--- src/inc/modem_pkg.sv ---
// Register map, field layout, reset values and modes of the modem core
package modem_pkg;
  // Register byte addresses
  localparam logic [7:0] ADDR_RATE_LOW   = 8'h00;
  localparam logic [7:0] ADDR_BW_RATE    = 8'h04;
  localparam logic [7:0] ADDR_SYNC_SETUP = 8'h08;
  localparam logic [7:0] ADDR_SYNC_HI    = 8'h0c;
  localparam logic [7:0] ADDR_SYNC_LO    = 8'h10;
  localparam logic [7:0] ADDR_OFS_CFG    = 8'h14;
  localparam logic [7:0] ADDR_SYNTH_OFS  = 8'h18;
  localparam logic [7:0] ADDR_OFS_EST    = 8'h1c;
  localparam logic [7:0] ADDR_STATUS     = 8'h20;
  localparam logic [7:0] ADDR_PQI_CFG    = 8'h24;
  localparam logic [7:0] ADDR_RSSI       = 8'h28;
  // Reset values
  localparam logic [7:0] RST_RATE_LOW    = 8'h40;
  localparam logic [7:0] RST_BW_RATE     = 8'h88;
  localparam logic [7:0] RST_SYNC_SETUP  = 8'h02;
  localparam logic [7:0] RST_SYNC_HI     = 8'h5a;
  localparam logic [7:0] RST_SYNC_LO     = 8'hc3;
  localparam logic [7:0] RST_OFS_CFG     = 8'h36;
  localparam logic [7:0] RST_SYNTH_OFS   = 8'h00;
  localparam logic [7:0] RST_PQI_CFG     = 8'h00;
  // Field positions
  localparam int BW_E_LSB      = 6;
  localparam int BW_M_LSB      = 4;
  localparam int RATE_E_LSB    = 0;
  localparam int MOD_LSB       = 4;
  localparam int SYNC_CS_BIT   = 2;
  localparam int OFS_GATE_BIT  = 5;
  localparam int PRE_K_LSB     = 3;
  localparam int POST_K_BIT    = 2;
  localparam int LIMIT_LSB     = 0;
  localparam int PQI_EN_BIT    = 7;
  // Rate and filter arithmetic
  localparam logic [8:0] RATE_BASE    = 9'h100;
  localparam logic [2:0] BW_BASE      = 3'h4;
  localparam int         BW_SCALE_SH  = 3;
  localparam int         RESYNC_SH    = 3;
  localparam int         RSSI_SH      = 4;
  localparam logic [2:0] PRE_K_BASE   = 3'h1;
  localparam logic [2:0] POST_K_BASE  = 3'h3;
  // Modulation codes without offset compensation
  localparam logic [2:0] MOD_ASK = 3'h3;
  localparam logic [2:0] MOD_OOK = 3'h7;
  // Sync thresholds
  localparam logic [1:0] SYNC_NONE  = 2'h0;
  localparam logic [1:0] SYNC_15_16 = 2'h1;
  localparam logic [1:0] SYNC_16_16 = 2'h2;
  localparam logic [1:0] SYNC_30_32 = 2'h3;
  localparam logic [5:0] ERR_15_16  = 6'h01;
  localparam logic [5:0] ERR_30_32  = 6'h02;
  // Offset tracking limits, in 1/256 of the channel bandwidth
  localparam logic signed [9:0] LIM_1 = 10'sd32;
  localparam logic signed [9:0] LIM_2 = 10'sd64;
  localparam logic signed [9:0] LIM_3 = 10'sd127;
  // Transmit sequencer
  typedef enum logic [2:0] {
    TX_IDLE = 3'b001,
    TX_SYNC = 3'b010,
    TX_DATA = 3'b100
  } tx_state_t;
endpackage : modem_pkg

--- src/rtl/modem_rate_sync.sv ---
// Modem rate generator, channel filter timing, offset tracking and sync
//
// Our own choices: register access over APB and the placing of the registers.
`timescale 1ns/1ps
`default_nettype none

// Summary of operation
// [RQ1] One rate setting for transmit and receive
// [RQ2] Rate is fxosc*(256+M)*2^E/2^28
// [RQ3] Software picks exponent from log2 formula
// [RQ4] Mantissa 256 rounds to exponent+1, zero
// [RQ5] Rates 1.2 to 500 kBaud, stepped
// [RQ6] Filter bandwidth fxosc/(8*(4+M)*2^E)
// [RQ7] Digital filtering, offset, signal level estimate
// [RQ8] Readable offset estimate; synth offset retunes
// [RQ9] Tracking range limited by range field
// [RQ10] Gate bit freezes tracking until carrier
// [RQ11] Gain before sync, second gain after
// [RQ12] No offset tracking for ASK or OOK
// [RQ13] Bit timing recovered, continuously realigned
// [RQ14] Transmit inserts 16 or 32 bit sync
// [RQ15] Continuous sync search sets byte boundaries
// [RQ16] Match at 15/16, 16/16 or 30/32
// [RQ17] Optional quality and carrier sense qualify
// [RQ18] Sync word from high and low bytes
// [RQ19] Sync mode 3 or 7 doubles word
// [RQ20] 28-bit accumulator emits symbol ticks
module modem_rate_sync (
  // Clock and reset
  input  wire logic        clk,
  input  wire logic        sys_rst,
  // APB slave
  input  wire logic [7:0]  paddr,
  input  wire logic        psel,
  input  wire logic        penable,
  input  wire logic        pwrite,
  input  wire logic [31:0] pwdata,
  output logic      [31:0] prdata,
  output logic             pready,
  output logic             pslverr,
  // Receive path from the front end
  input  wire logic        rx_bit_in,
  input  wire logic [7:0]  freq_error_in,
  input  wire logic [7:0]  amplitude_in,
  input  wire logic        carrier_sense,
  input  wire logic [7:0]  preamble_quality_indicator,
  input  wire logic        rx_restart,
  // Receive results
  output logic      [7:0]  rx_byte,
  output logic             rx_byte_valid,
  output logic             sync_found,
  output logic      [7:0]  rssi_level,
  output logic             filter_sample_tick,
  // Transmit path
  input  wire logic        tx_start,
  input  wire logic        tx_stop,
  input  wire logic        tx_data_in,
  output logic             tx_bit_req,
  output logic             tx_bit_out,
  output logic             tx_busy,
  // Synthesizer offset
  output logic      [7:0]  synth_offset_value
);
  import modem_pkg::*;

  // Register storage
  logic [7:0] rate_low_q, bw_rate_q, sync_setup_q, sync_hi_q, sync_lo_q;
  logic [7:0] ofs_cfg_q, synth_ofs_q, pqi_cfg_q;

  // Register fields
  wire [7:0]  rate_mantissa      = rate_low_q;
  wire [3:0]  rate_exponent      = bw_rate_q[RATE_E_LSB +: 4];
  wire [1:0]  filter_bw_exponent = bw_rate_q[BW_E_LSB +: 2];
  wire [1:0]  filter_bw_mantissa = bw_rate_q[BW_M_LSB +: 2];
  wire [2:0]  mod_format         = sync_setup_q[MOD_LSB +: 3];
  wire [1:0]  sync_thr           = sync_setup_q[1:0];
  wire        sync_need_cs       = sync_setup_q[SYNC_CS_BIT];
  wire        offset_freeze_until_carrier = ofs_cfg_q[OFS_GATE_BIT];
  wire [1:0]  offset_gain_before_sync = ofs_cfg_q[PRE_K_LSB +: 2];
  wire        offset_gain_after_sync  = ofs_cfg_q[POST_K_BIT];
  wire [1:0]  offset_track_range = ofs_cfg_q[LIMIT_LSB +: 2];
  wire        pqi_en             = pqi_cfg_q[PQI_EN_BIT];
  wire [6:0]  pqi_thr            = pqi_cfg_q[6:0];
  wire [15:0] sync_word          = {sync_hi_q, sync_lo_q}; // RQ18

  // APB decode; zero wait states, unmapped offsets answer with an error
  wire access  = psel & penable;
  wire hit_rw  = (paddr == ADDR_RATE_LOW) | (paddr == ADDR_BW_RATE) |
                 (paddr == ADDR_SYNC_SETUP) | (paddr == ADDR_SYNC_HI) |
                 (paddr == ADDR_SYNC_LO) | (paddr == ADDR_OFS_CFG) |
                 (paddr == ADDR_SYNTH_OFS) | (paddr == ADDR_PQI_CFG);
  wire hit_ro  = (paddr == ADDR_OFS_EST) | (paddr == ADDR_STATUS) |
                 (paddr == ADDR_RSSI);
  wire wr_en   = access & pwrite & hit_rw;
  assign pready  = 1'b1;
  assign pslverr = access & ~(hit_rw | hit_ro);

  // Configuration registers, written at the access phase only
  always_ff @(posedge clk) begin
    if (sys_rst) begin
      rate_low_q   <= RST_RATE_LOW;
      bw_rate_q    <= RST_BW_RATE;
      sync_setup_q <= RST_SYNC_SETUP;
      sync_hi_q    <= RST_SYNC_HI;
      sync_lo_q    <= RST_SYNC_LO;
      ofs_cfg_q    <= RST_OFS_CFG;
      synth_ofs_q  <= RST_SYNTH_OFS;
      pqi_cfg_q    <= RST_PQI_CFG;
    end else if (wr_en) begin
      case (paddr)
        ADDR_RATE_LOW:   rate_low_q   <= pwdata[7:0];
        ADDR_BW_RATE:    bw_rate_q    <= pwdata[7:0];
        ADDR_SYNC_SETUP: sync_setup_q <= pwdata[7:0];
        ADDR_SYNC_HI:    sync_hi_q    <= pwdata[7:0];
        ADDR_SYNC_LO:    sync_lo_q    <= pwdata[7:0];
        ADDR_OFS_CFG:    ofs_cfg_q    <= pwdata[7:0];
        ADDR_SYNTH_OFS:  synth_ofs_q  <= pwdata[7:0];
        ADDR_PQI_CFG:    pqi_cfg_q    <= pwdata[7:0];
        default:         ;
      endcase
    end
  end

  // Writing the estimate here retunes the synthesizer directly
  assign synth_offset_value = synth_ofs_q; // RQ8

  // Read data mux
  logic signed [7:0] est_q;
  logic [7:0] rssi_q;
  logic       sync_found_q;
  tx_state_t  tx_state_q;
  wire [7:0] status = {5'h00, tx_state_q != TX_IDLE, carrier_sense,
                       sync_found_q};
  always_comb begin
    prdata = 32'h0000_0000;
    if (access & ~pwrite) begin
      case (paddr)
        ADDR_RATE_LOW:   prdata[7:0] = rate_low_q;
        ADDR_BW_RATE:    prdata[7:0] = bw_rate_q;
        ADDR_SYNC_SETUP: prdata[7:0] = sync_setup_q;
        ADDR_SYNC_HI:    prdata[7:0] = sync_hi_q;
        ADDR_SYNC_LO:    prdata[7:0] = sync_lo_q;
        ADDR_OFS_CFG:    prdata[7:0] = ofs_cfg_q;
        ADDR_SYNTH_OFS:  prdata[7:0] = synth_ofs_q;
        ADDR_PQI_CFG:    prdata[7:0] = pqi_cfg_q;
        ADDR_OFS_EST:    prdata[7:0] = est_q; // RQ8
        ADDR_STATUS:     prdata[7:0] = status;
        ADDR_RSSI:       prdata[7:0] = rssi_q;
        default:         prdata = 32'h0000_0000;
      endcase
    end
  end

  // Rate accumulator; same increment drives transmit and receive
  // Increment below 2^27 keeps the mid-symbol crossing detectable
  logic [27:0] acc_q;
  logic        rx_prev_q;
  wire  [23:0] rate_inc = 24'({15'h0000, RATE_BASE + {1'b0, rate_mantissa}}
                          << rate_exponent); // RQ2 RQ1 RQ5
  wire  [28:0] acc_sum  = {1'b0, acc_q} + {5'h00, rate_inc}; // RQ20
  wire         sym_tick = acc_sum[28]; // RQ20
  wire  [27:0] acc_base = acc_sum[27:0];
  wire         mid_tick = ~acc_q[27] & acc_base[27];
  wire         rx_edge  = rx_bit_in ^ rx_prev_q;
  wire  [27:0] to_wrap  = ~acc_base + 28'h0000001;
  // Edges are pulled toward the symbol boundary by 1/8 of the error
  wire  [27:0] acc_d = !rx_edge ? acc_base :
                       acc_base[27] ? acc_base + (to_wrap >> RESYNC_SH) :
                       acc_base - (acc_base >> RESYNC_SH); // RQ13

  always_ff @(posedge clk) begin
    if (sys_rst) begin
      acc_q     <= 28'h0000000;
      rx_prev_q <= 1'b0;
    end else begin
      acc_q     <= acc_d;
      rx_prev_q <= rx_bit_in;
    end
  end

  // Channel filter output rate: 8*(4+M)*2^E crystal cycles per sample
  logic [8:0] filt_cnt_q;
  logic       filt_tick_q;
  // Shift kept 3 bits wide: exponent plus 3 reaches 6 and must not wrap
  wire  [2:0] filt_sh  = {1'b0, filter_bw_exponent} + 3'(BW_SCALE_SH);
  wire  [8:0] filt_div = 9'({6'h00, BW_BASE + {1'b0, filter_bw_mantissa}}
                         << filt_sh); // RQ6
  wire        filt_wrap = (filt_cnt_q == 9'h000);
  always_ff @(posedge clk) begin
    if (sys_rst) begin
      filt_cnt_q  <= 9'h000;
      filt_tick_q <= 1'b0;
    end else begin
      filt_cnt_q  <= filt_wrap ? filt_div - 9'h001 : filt_cnt_q - 9'h001;
      filt_tick_q <= filt_wrap; // RQ6
    end
  end
  assign filter_sample_tick = filt_tick_q;

  // Signal level estimate, leaky average per filter sample
  wire [8:0] rssi_diff = {1'b0, amplitude_in} - {1'b0, rssi_q};
  wire [8:0] rssi_step = {{RSSI_SH{rssi_diff[8]}}, rssi_diff[8:RSSI_SH]};
  always_ff @(posedge clk) begin
    if (sys_rst) begin
      rssi_q <= 8'h00;
    end else if (filt_wrap) begin
      rssi_q <= rssi_q + rssi_step[7:0]; // RQ7
    end
  end
  assign rssi_level = rssi_q;

  // Offset tracking; loop gain switches once sync is found
  wire ask_ook  = (mod_format == MOD_ASK) | (mod_format == MOD_OOK);
  wire frozen   = offset_freeze_until_carrier & ~carrier_sense; // RQ10
  wire [2:0] k_sh = sync_found_q ?
         POST_K_BASE + {2'b00, offset_gain_after_sync} :
         PRE_K_BASE + {1'b0, offset_gain_before_sync}; // RQ11
  wire signed [9:0] est_diff = $signed({{2{freq_error_in[7]}}, freq_error_in})
                               - $signed({{2{est_q[7]}}, est_q});
  wire signed [9:0] est_raw  = $signed({{2{est_q[7]}}, est_q})
                               + (est_diff >>> k_sh);
  logic signed [9:0] est_lim;
  always_comb begin
    case (offset_track_range)
      2'h1:    est_lim = LIM_1;
      2'h2:    est_lim = LIM_2;
      2'h3:    est_lim = LIM_3;
      default: est_lim = 10'sd0;
    endcase
  end
  // Clamp keeps noise from walking the estimate past the range
  wire signed [9:0] est_clip = (est_raw > est_lim) ? est_lim :
                               (est_raw < -est_lim) ? -est_lim :
                               est_raw; // RQ9
  always_ff @(posedge clk) begin
    if (sys_rst) begin
      est_q <= 8'sh00;
    end else if (ask_ook) begin
      est_q <= 8'sh00; // RQ12
    end else if (mid_tick & ~frozen) begin
      est_q <= est_clip[7:0]; // RQ7
    end
  end

  // Sync correlator over the last 32 recovered bits
  logic [31:0] rx_shift_q;
  logic        sampled_q;
  logic [2:0]  bit_cnt_q;
  logic [7:0]  rx_byte_q;
  logic        rx_valid_q;
  wire  [31:0] sync_pat = {sync_word, sync_word};
  wire  [31:0] mism;
  genvar g;
  generate
    for (g = 0; g < 32; g++) begin : g_corr
      assign mism[g] = rx_shift_q[g] ^ sync_pat[g];
    end
  endgenerate

  function automatic logic [5:0] ones32(input logic [31:0] v);
    logic [5:0] n;
    n = 6'h00;
    for (int i = 0; i < 32; i++) begin
      n = n + {5'h00, v[i]};
    end
    return n;
  endfunction : ones32

  wire [5:0] err16 = ones32({16'h0000, mism[15:0]});
  wire [5:0] err32 = ones32(mism);
  logic corr_ok;
  always_comb begin
    case (sync_thr)
      SYNC_15_16: corr_ok = (err16 <= ERR_15_16);
      SYNC_16_16: corr_ok = (err16 == 6'h00);
      SYNC_30_32: corr_ok = (err32 <= ERR_30_32); // RQ19
      default:    corr_ok = 1'b0;
    endcase
  end // RQ16
  wire qual_ok = (~pqi_en | (preamble_quality_indicator > {1'b0, pqi_thr}))
                 & (~sync_need_cs | carrier_sense); // RQ17
  wire no_sync = (sync_thr == SYNC_NONE);
  wire sync_hit = sampled_q & corr_ok & qual_ok & ~sync_found_q; // RQ15
  // A new hit wins over a restart in the same cycle
  wire sync_found_d = sync_hit | no_sync |
                      (sync_found_q & ~rx_restart); // RQ15

  always_ff @(posedge clk) begin
    if (sys_rst) begin
      rx_shift_q   <= 32'h0000_0000;
      sampled_q    <= 1'b0;
      sync_found_q <= 1'b0;
      bit_cnt_q    <= 3'h0;
      rx_byte_q    <= 8'h00;
      rx_valid_q   <= 1'b0;
    end else begin
      sampled_q    <= mid_tick;
      sync_found_q <= sync_found_d;
      rx_valid_q   <= 1'b0;
      if (mid_tick) begin
        rx_shift_q <= {rx_shift_q[30:0], rx_bit_in}; // RQ13
      end
      if (sync_hit) begin
        bit_cnt_q <= 3'h0; // RQ15
      end else if (sampled_q & sync_found_q) begin
        bit_cnt_q <= bit_cnt_q + 3'h1;
        if (bit_cnt_q == 3'h7) begin
          rx_byte_q  <= rx_shift_q[7:0];
          rx_valid_q <= 1'b1;
        end
      end
    end
  end
  assign rx_byte       = rx_byte_q;
  assign rx_byte_valid = rx_valid_q;
  assign sync_found    = sync_found_q;

  // Transmit sequencer: sync word first, then payload bits
  logic [31:0] tx_shift_q;
  logic [4:0]  tx_cnt_q;
  logic        tx_bit_q;
  logic        tx_req_q;
  wire         tx_double = (sync_thr == SYNC_30_32); // RQ19
  always_ff @(posedge clk) begin
    if (sys_rst) begin
      tx_state_q <= TX_IDLE;
      tx_shift_q <= 32'h0000_0000;
      tx_cnt_q   <= 5'h00;
      tx_bit_q   <= 1'b0;
      tx_req_q   <= 1'b0;
    end else begin
      tx_req_q <= 1'b0;
      case (tx_state_q)
        TX_IDLE: begin
          if (tx_start) begin
            tx_state_q <= TX_SYNC;
            tx_shift_q <= tx_double ? sync_pat : {sync_word, 16'h0000};
            tx_cnt_q   <= tx_double ? 5'h1f : 5'h0f; // RQ14
          end
        end
        TX_SYNC: begin
          if (tx_stop) begin
            tx_state_q <= TX_IDLE;
          end else if (sym_tick) begin
            tx_bit_q   <= tx_shift_q[31]; // RQ14
            tx_shift_q <= {tx_shift_q[30:0], 1'b0};
            tx_cnt_q   <= tx_cnt_q - 5'h01;
            if (tx_cnt_q == 5'h00) begin
              tx_state_q <= TX_DATA;
            end
          end
        end
        TX_DATA: begin
          if (tx_stop) begin
            tx_state_q <= TX_IDLE;
          end else if (sym_tick) begin
            tx_bit_q <= tx_data_in; // RQ1
            tx_req_q <= 1'b1;
          end
        end
        default: tx_state_q <= TX_IDLE;
      endcase
    end
  end
  assign tx_bit_out = tx_bit_q;
  assign tx_bit_req = tx_req_q;
  assign tx_busy    = (tx_state_q != TX_IDLE);
endmodule : modem_rate_sync

`default_nettype wire

--- config.mk ---
export PLATFORM = sky130hd
export DESIGN_NAME = modem_rate_sync
export DESIGN_NICKNAME = d
export VERILOG_FILES = /design/src/inc/modem_pkg.sv /design/src/rtl/modem_rate_sync.sv
export SDC_FILE = /design/constraint.sdc
export NUM_CORES = 1
export LEC_CHECK = 0
export ABC_AREA = 0
export BUFFER_PORTS_ARGS = -buffer_cell sky130_fd_sc_hd__buf_2
export CAP_MARGIN = 5
export CORE_MARGIN = 1
export CORE_UTILIZATION = 45
export DETAILED_ROUTE_END_ITERATION = 10
export PLACE_DENSITY = 0.65
export REMOVE_ABC_BUFFERS = 1
export SYNTH_ARGS = -nofsm -noshare
export SYNTH_HDL_FRONTEND = slang
export SYNTH_SLANG_ARGS = --single-unit
--- constraint.sdc ---
create_clock -name clk -period 6.58 [get_ports clk]
set_input_delay 0 -clock clk [delete_from_list [all_inputs] [get_ports clk]]
set_output_delay 0 -clock clk [all_outputs]
set_load 0.02 [all_outputs]
=== Word-level counts from Yosys, hierarchy flattened ===
Cells that the tools add are included.
W data, S select, Z words.

* Reduce and logical (&&, ||, !) cells: 23
* Equal/unequal tests: 31
* Order comparisons: 5
* Bitwise gates (word level): 75
* Shift-type cells: 3
* Add/subtract/negate cells: 49
* Muxes and demuxes: 33

{| class="wikitable"
|+ Operators with widths
! operator !! number
|-
| $add A6 B1 Y6 || 26
|-
| $mux W32 || 3
|-
| $pmux W8 S11 || 1
|-
| $pmux W32 S2 || 1
|-
| $mux W28 || 2
|-
| $xor A1 B1 Y1 || 33
|-
| $eq A8 B5 Y1 const B || 4
|-
| $add A28 B24 Y29 || 1
|-
| $add A28 B1 Y28 const B || 1
|-
| $add A28 B25 Y28 || 1
|-
| $not A28 Y28 || 1
|-
| $sub A28 B25 Y28 || 1
|-
| $eq A8 B6 Y1 const B || 3
|-
| $mux W8 || 3
|-
| $shl A9 B4 Y24 || 1
|-
| $pmux W7 S3 || 1
|-
| $mux W5 || 4
|-
| $mux W3 || 6
|-
| $sub A8 B8 Y9 || 2
|-
| $sub A9 B1 Y9 const B || 2
|-
| $eq A8 B4 Y1 const B || 2
|-
| $mux W16 || 1
|-
| $reduce_and A2 Y1 || 8
|-
| $or A1 B1 Y1 || 15
|-
| other kinds (50) || 96
|}

* Input port bits: 75
* Bits in registers: 207
* Word-level logic and storage cells: 244
* Output and inout port bits: 64

=== Logic depth before layout (Yosys ltp) ===
* Word-level depth: 39
* Mapped depth: 35
* Depth with buffers taken out: 31

=== Least setup slack after synthesis ===
Ideal clock, no wire load.

* Path kind: reg-to-reg
* Start: register bw_rate_q[1]
* End: register acc_q[21]
* Arrival time: 6.863 ns
* Buffers on the path: 3
* Required time: 6.458 ns
* Cell stages (with the launch flop): 33
* Clock period less this slack: 6.985 ns
* Slack: -0.405 ns
* Cell sequence: dfxtp_1 > clkbuf_1 > clkbuf_1 > inv_1 > o31ai_1 > nor2_1 > a21oi_1 > o22ai_1 > ha_1 > a21oi_1 > o21ai_1 > or3_1 > o211ai_1 > o21a_1 > nand3b_1 > a21boi_0 > ha_1 > clkbuf_1 > o21ai_1 > nor4b_1 > nand2_1 > xor2_1 > ha_1 > and4_1 > and4_1 > a31oi_1 > nand2_1 > a2111oi_0 > or3_1 > o21a_1 > o21ai_0 > nor4b_1 > a221o_1

* Longest elaborated chain between the ends: 7
* Elaborated cells between the ends (all ways): 8

{| class="wikitable"
|+ RTL lines
! element !! line !! RTL
|-
| start: declaration || modem_rate_sync.sv:67 || <nowiki>logic [7:0] rate_low_q, bw_rate_q, sync_setup_q, sync_hi_q, sync_lo_q;</nowiki>
|-
| start signal: assignment || modem_rate_sync.sv:112 || <nowiki>ADDR_BW_RATE: bw_rate_q <= pwdata[7:0];</nowiki>
|-
| $shl A9 B4 Y24 * || modem_rate_sync.sv:158 || <nowiki>wire [23:0] rate_inc = 24'({15'h0000, RATE_BASE + {1'b0, rate_mantissa}}</nowiki>
|-
| $add A28 B24 Y29 * || modem_rate_sync.sv:160 || <nowiki>wire [28:0] acc_sum = {1'b0, acc_q} + {5'h00, rate_inc};</nowiki>
|-
| $not A28 Y28 || modem_rate_sync.sv:165 || <nowiki>wire [27:0] to_wrap = ~acc_base + 28'h0000001;</nowiki>
|-
| $add A28 B1 Y28 || modem_rate_sync.sv:165 ||
|-
| $add A28 B25 Y28 || modem_rate_sync.sv:168 || <nowiki>acc_base[27] ? acc_base + (to_wrap >> RESYNC_SH) :</nowiki>
|-
| $mux W28 || modem_rate_sync.sv:168 ||
|-
| $mux W28 * || modem_rate_sync.sv:167 || <nowiki>wire [27:0] acc_d = !rx_edge ? acc_base :</nowiki>
|-
| end signal: assignment || modem_rate_sync.sv:173 || <nowiki>acc_q <= 28'h0000000;</nowiki>
|-
| end signal: assignment || modem_rate_sync.sv:176 || <nowiki>acc_q <= acc_d;</nowiki>
|-
| end: declaration || modem_rate_sync.sv:156 || <nowiki>logic [27:0] acc_q;</nowiki>
|}

Mark *: on every way between the ends. The rest lies on a longest branch, timed or not.
A chain may end at the register's enable or synchronous reset.

=== Worst setup path after layout ===
* Start: register bw_rate_q[1]
* End: register acc_q[24]

Same word-level chain as after synthesis.

==> results.md <==
* Buffers on Ports at 89
* Most common cell on crit path: buf_6
* DRC violation total after the first TritonRoute iteration at 1351
* Std-Cell Rows at 68
* Crit path max fanout at 5
* Share of layout cells above drive strength 1 at 0.1845
* First-pass GRT wire length at 73.57 mm
* Synth warn at 0
* Final Hold Viols at 0
* Clk_lat worst skew at 0.54 ns
* Total wire length at 47.43 mm
* Commonest non-fill, non-tap cell in the layout: nor2_1
* Hpwl dp at 34.98 mm
* Power Density at 324.2 nW/um2
* CP startpoint kind: register
* Slowest stage delay, CP at 0.46 ns
* # IOs at 139
* Required time worst endpoint at 6.98 ns
* Post-synth EDFFs at 0
* Setup CP Type: register to register
* Crit end category: register
* Leak at 8.495 nW
* VDD IR max at 338.7 uV
* Net count reported at finish at 2413
* Clk slew on worst S/H paths at 0.06 ns
* Largest net degree at the start of global routing at 82
* Setup_tns at 0 ns
* Clock Root Buffer: clkbuf_16
* Most frequent cells in the layout: 248 x nor2_1, 201 x dfxtp_1, 192 x nand2_1, 157 x buf_4, 126 x ha_1
* H-tree Lvls at 1
* Die H at 190.1 um
* Vias/cell at 5.696
* Final Max Tran Viols at 0
* Crit path DAT at 6.87 ns
* Status: complete, no violations
* Syn Inst Count at 1988
* Worst-Margin Slew at 1.144 ns
* Initial antenna violation count at 0
* Final GP Congestion at 0.9675
* Number of global-route vias before repair at 14040
* Via count at 15100
* RSZ-0062 raised after global routing: yes
* Worst hold path class: input pin to register
* DR WL/cell at 17.90 um
* CP delay by family, top: compound AO/OA/AOI/OAI gates
* Max Buffers Root-to-Sink at 3
* Die Area at 36130 um2
* Grt total ovfl at 0
* Total power at 6.218 mW
* Clk_skew at 0.02703 ns
* Area Growth Syn to Fin at 20.45%
* Tmin final at 6.465 ns
* Yosys reg bits at 207
* DRC at 0
* Die W at 190.1 um
* Initial DRT Pass Iterations at 7
* Fmax at 0.1547 GHz
* Routed Antenna Nets at 0
* FFs w/ async S/R, synth at 0
* Sequential area share after synthesis at 0.2603
* Slowest cell on crit path: or4_4
* Clock sinks at 207
* CTS Buf Count at 24
* Mapped cell area at 15920 um2
* Diode count at 0
* Buf+Inv Stages, Crit Path at 4
* TritonCTS clock tree: done
* Ys flop type: dfxtp_1
* Synth unique cells at 83
* Initial Utilization at 0.4586
* Final setup viols at 0
* Syn Area/Cell at 8.008 um2
* Tcrit/Tclk final at 0.9826
* Core area at 34710 um2
* Rel. slew slack at 0.2376
* Overall Global Routing Usage at 0.2510
* Max Cap Violations at 0
==> sequential cells by signal (all words and copies together) (netlist names), 5 cells and up <==
name                flops
rx_shift_q             32
tx_shift_q             32
acc_q                  28
filt_cnt_q              9
bw_rate_q               8
est_q                   8
ofs_cfg_q               8
pqi_cfg_q               8
rate_low_q              8
rssi_level              8
rx_byte                 8
sync_hi_q               8
sync_lo_q               8
sync_setup_q            8
synth_offset_value      8
tx_cnt_q                5
==> synthesized netlist by cell type (24+ instances only) <==
master	instances	area (um2)
nor2b_1	24	150.1
a21oi_1	124	620.6
xnor2_1	84	735.7
ha_1	130	1627
inv_1	110	412.9
fa_1	27	540.5
o21a_1	24	180.2
nand2_1	193	724.4
dfxtp_1	207	4144
o21ai_0	56	280.3
nor3_1	46	230.2
nor2_1	251	942.2
mux2i_1	107	1071
clkbuf_1	98	367.9
a21o_1	31	232.7
and3_1	27	168.9
buf_4	25	187.7
nand3_1	46	230.2
xor2_1	40	350.3
a311oi_1	34	297.8
==> path summary, 6_finish.rpt <==
path	from	end	slack, ns	depth (start not counted)
setup reg to reg	bw_rate_q[1]$_SDFFE_PP0P_	acc_q[24]$_SDFF_PP0_	0.11	33
setup / recovery	bw_rate_q[1]$_SDFFE_PP0P_	acc_q[24]$_SDFF_PP0_	0.11	33
hold reg to reg	rx_byte[1]$_SDFFE_PP0P_	rx_byte[1]$_SDFFE_PP0P_	0.45	2
hold / removal	preamble_quality_indicator[6]	sync_found$_SDFF_PP0_	0.10	5
==> logic make-up after synthesis <==
family,Yosys count,synth area share
multiplexers,117,0.07576
AO/OA/AOI/OAI,460,0.2005
buffers and inverters,236,0.06177
XOR/XNOR,124,0.06822
flip-flops,207,0.2603
other,2,0.0004717
AND/OR/NAND/NOR,685,0.1969
adder cells (fa/ha/maj),157,0.1361
==> timing repair <==
item | 4_1_cts | 5_1_grt
hold buffers | 19 | 0
hold endpoints to repair | 100 | 0
setup endpoints to repair | 9 | 24
buffers inserted | 0 | 22
resized for setup | 10 | 102
pin swaps | 2 | 62
==> per-layer routing <==
layer | part of all wire | vias up | global-route usage
met2 | 0.45 | 452 | 0.3968
met4 | 0.027 | 0 | 0.07971
li1 | - | 7362 | -
met5 | 0 | - | 0
met3 | 0.053 | 87 | 0.03247
met1 | 0.47 | 7194 | 0.3517
==> cell type report <==
| cell class | count | area (um2) |
|---|---|---|
| Multi-Input combinational cell | 1568 | 11350 |
| Tap cell | 455 | 569.3 |
| Clock inverter | 6 | 95.09 |
| Clock buffer | 34 | 698.2 |
| Inverter | 110 | 416.7 |
| Sequential cell | 207 | 4156 |
| Timing Repair Buffer | 270 | 1886 |
| Fill cell | 3214 | 15540 |
==> worst register-to-register path: cells and delay by family (launching register included) <==
kind	cells	cell delay (ns)
compound gates	14	2.23
simple gates	10	1.75
fa+ha+maj	3	1.13
buf+inv	4	0.56
flops	1	0.36
mux	1	0.23
xor+xnor	1	0.09
==> metrics by stage <==
stage / hold WS, ns / util / worst slack [ns] / instance area, um2 / instances
final: 0.1013 / 0.5524 / 0.1146 / 19180 / 2650
after global routing: 0.1339 / 0.5524 / -0.2763 / 19180 / 2650
after CTS: 0.07434 / 0.5354 / 0.02454 / 18590 / 2628
after detailed placement: 0.3504 / 0.5053 / -0.1572 / 17540 / 2569
after global placement: 0.3422 / 0.5053 / -0.02805 / 17540 / 2569
after floorplan: 0.06669 / - / -0.1661 / 15440 / 1885
==> power breakdown <==
| group | internal [mW] | switching, mW | total, mW |
|---|---|---|---|
| sequential | 1.37 | 0.0897 | 1.46 |
| combinational | 1.57 | 1.84 | 3.41 |
| clock | 0.813 | 0.535 | 1.35 |
Note: power is estimated with default switching activity, not from simulation.
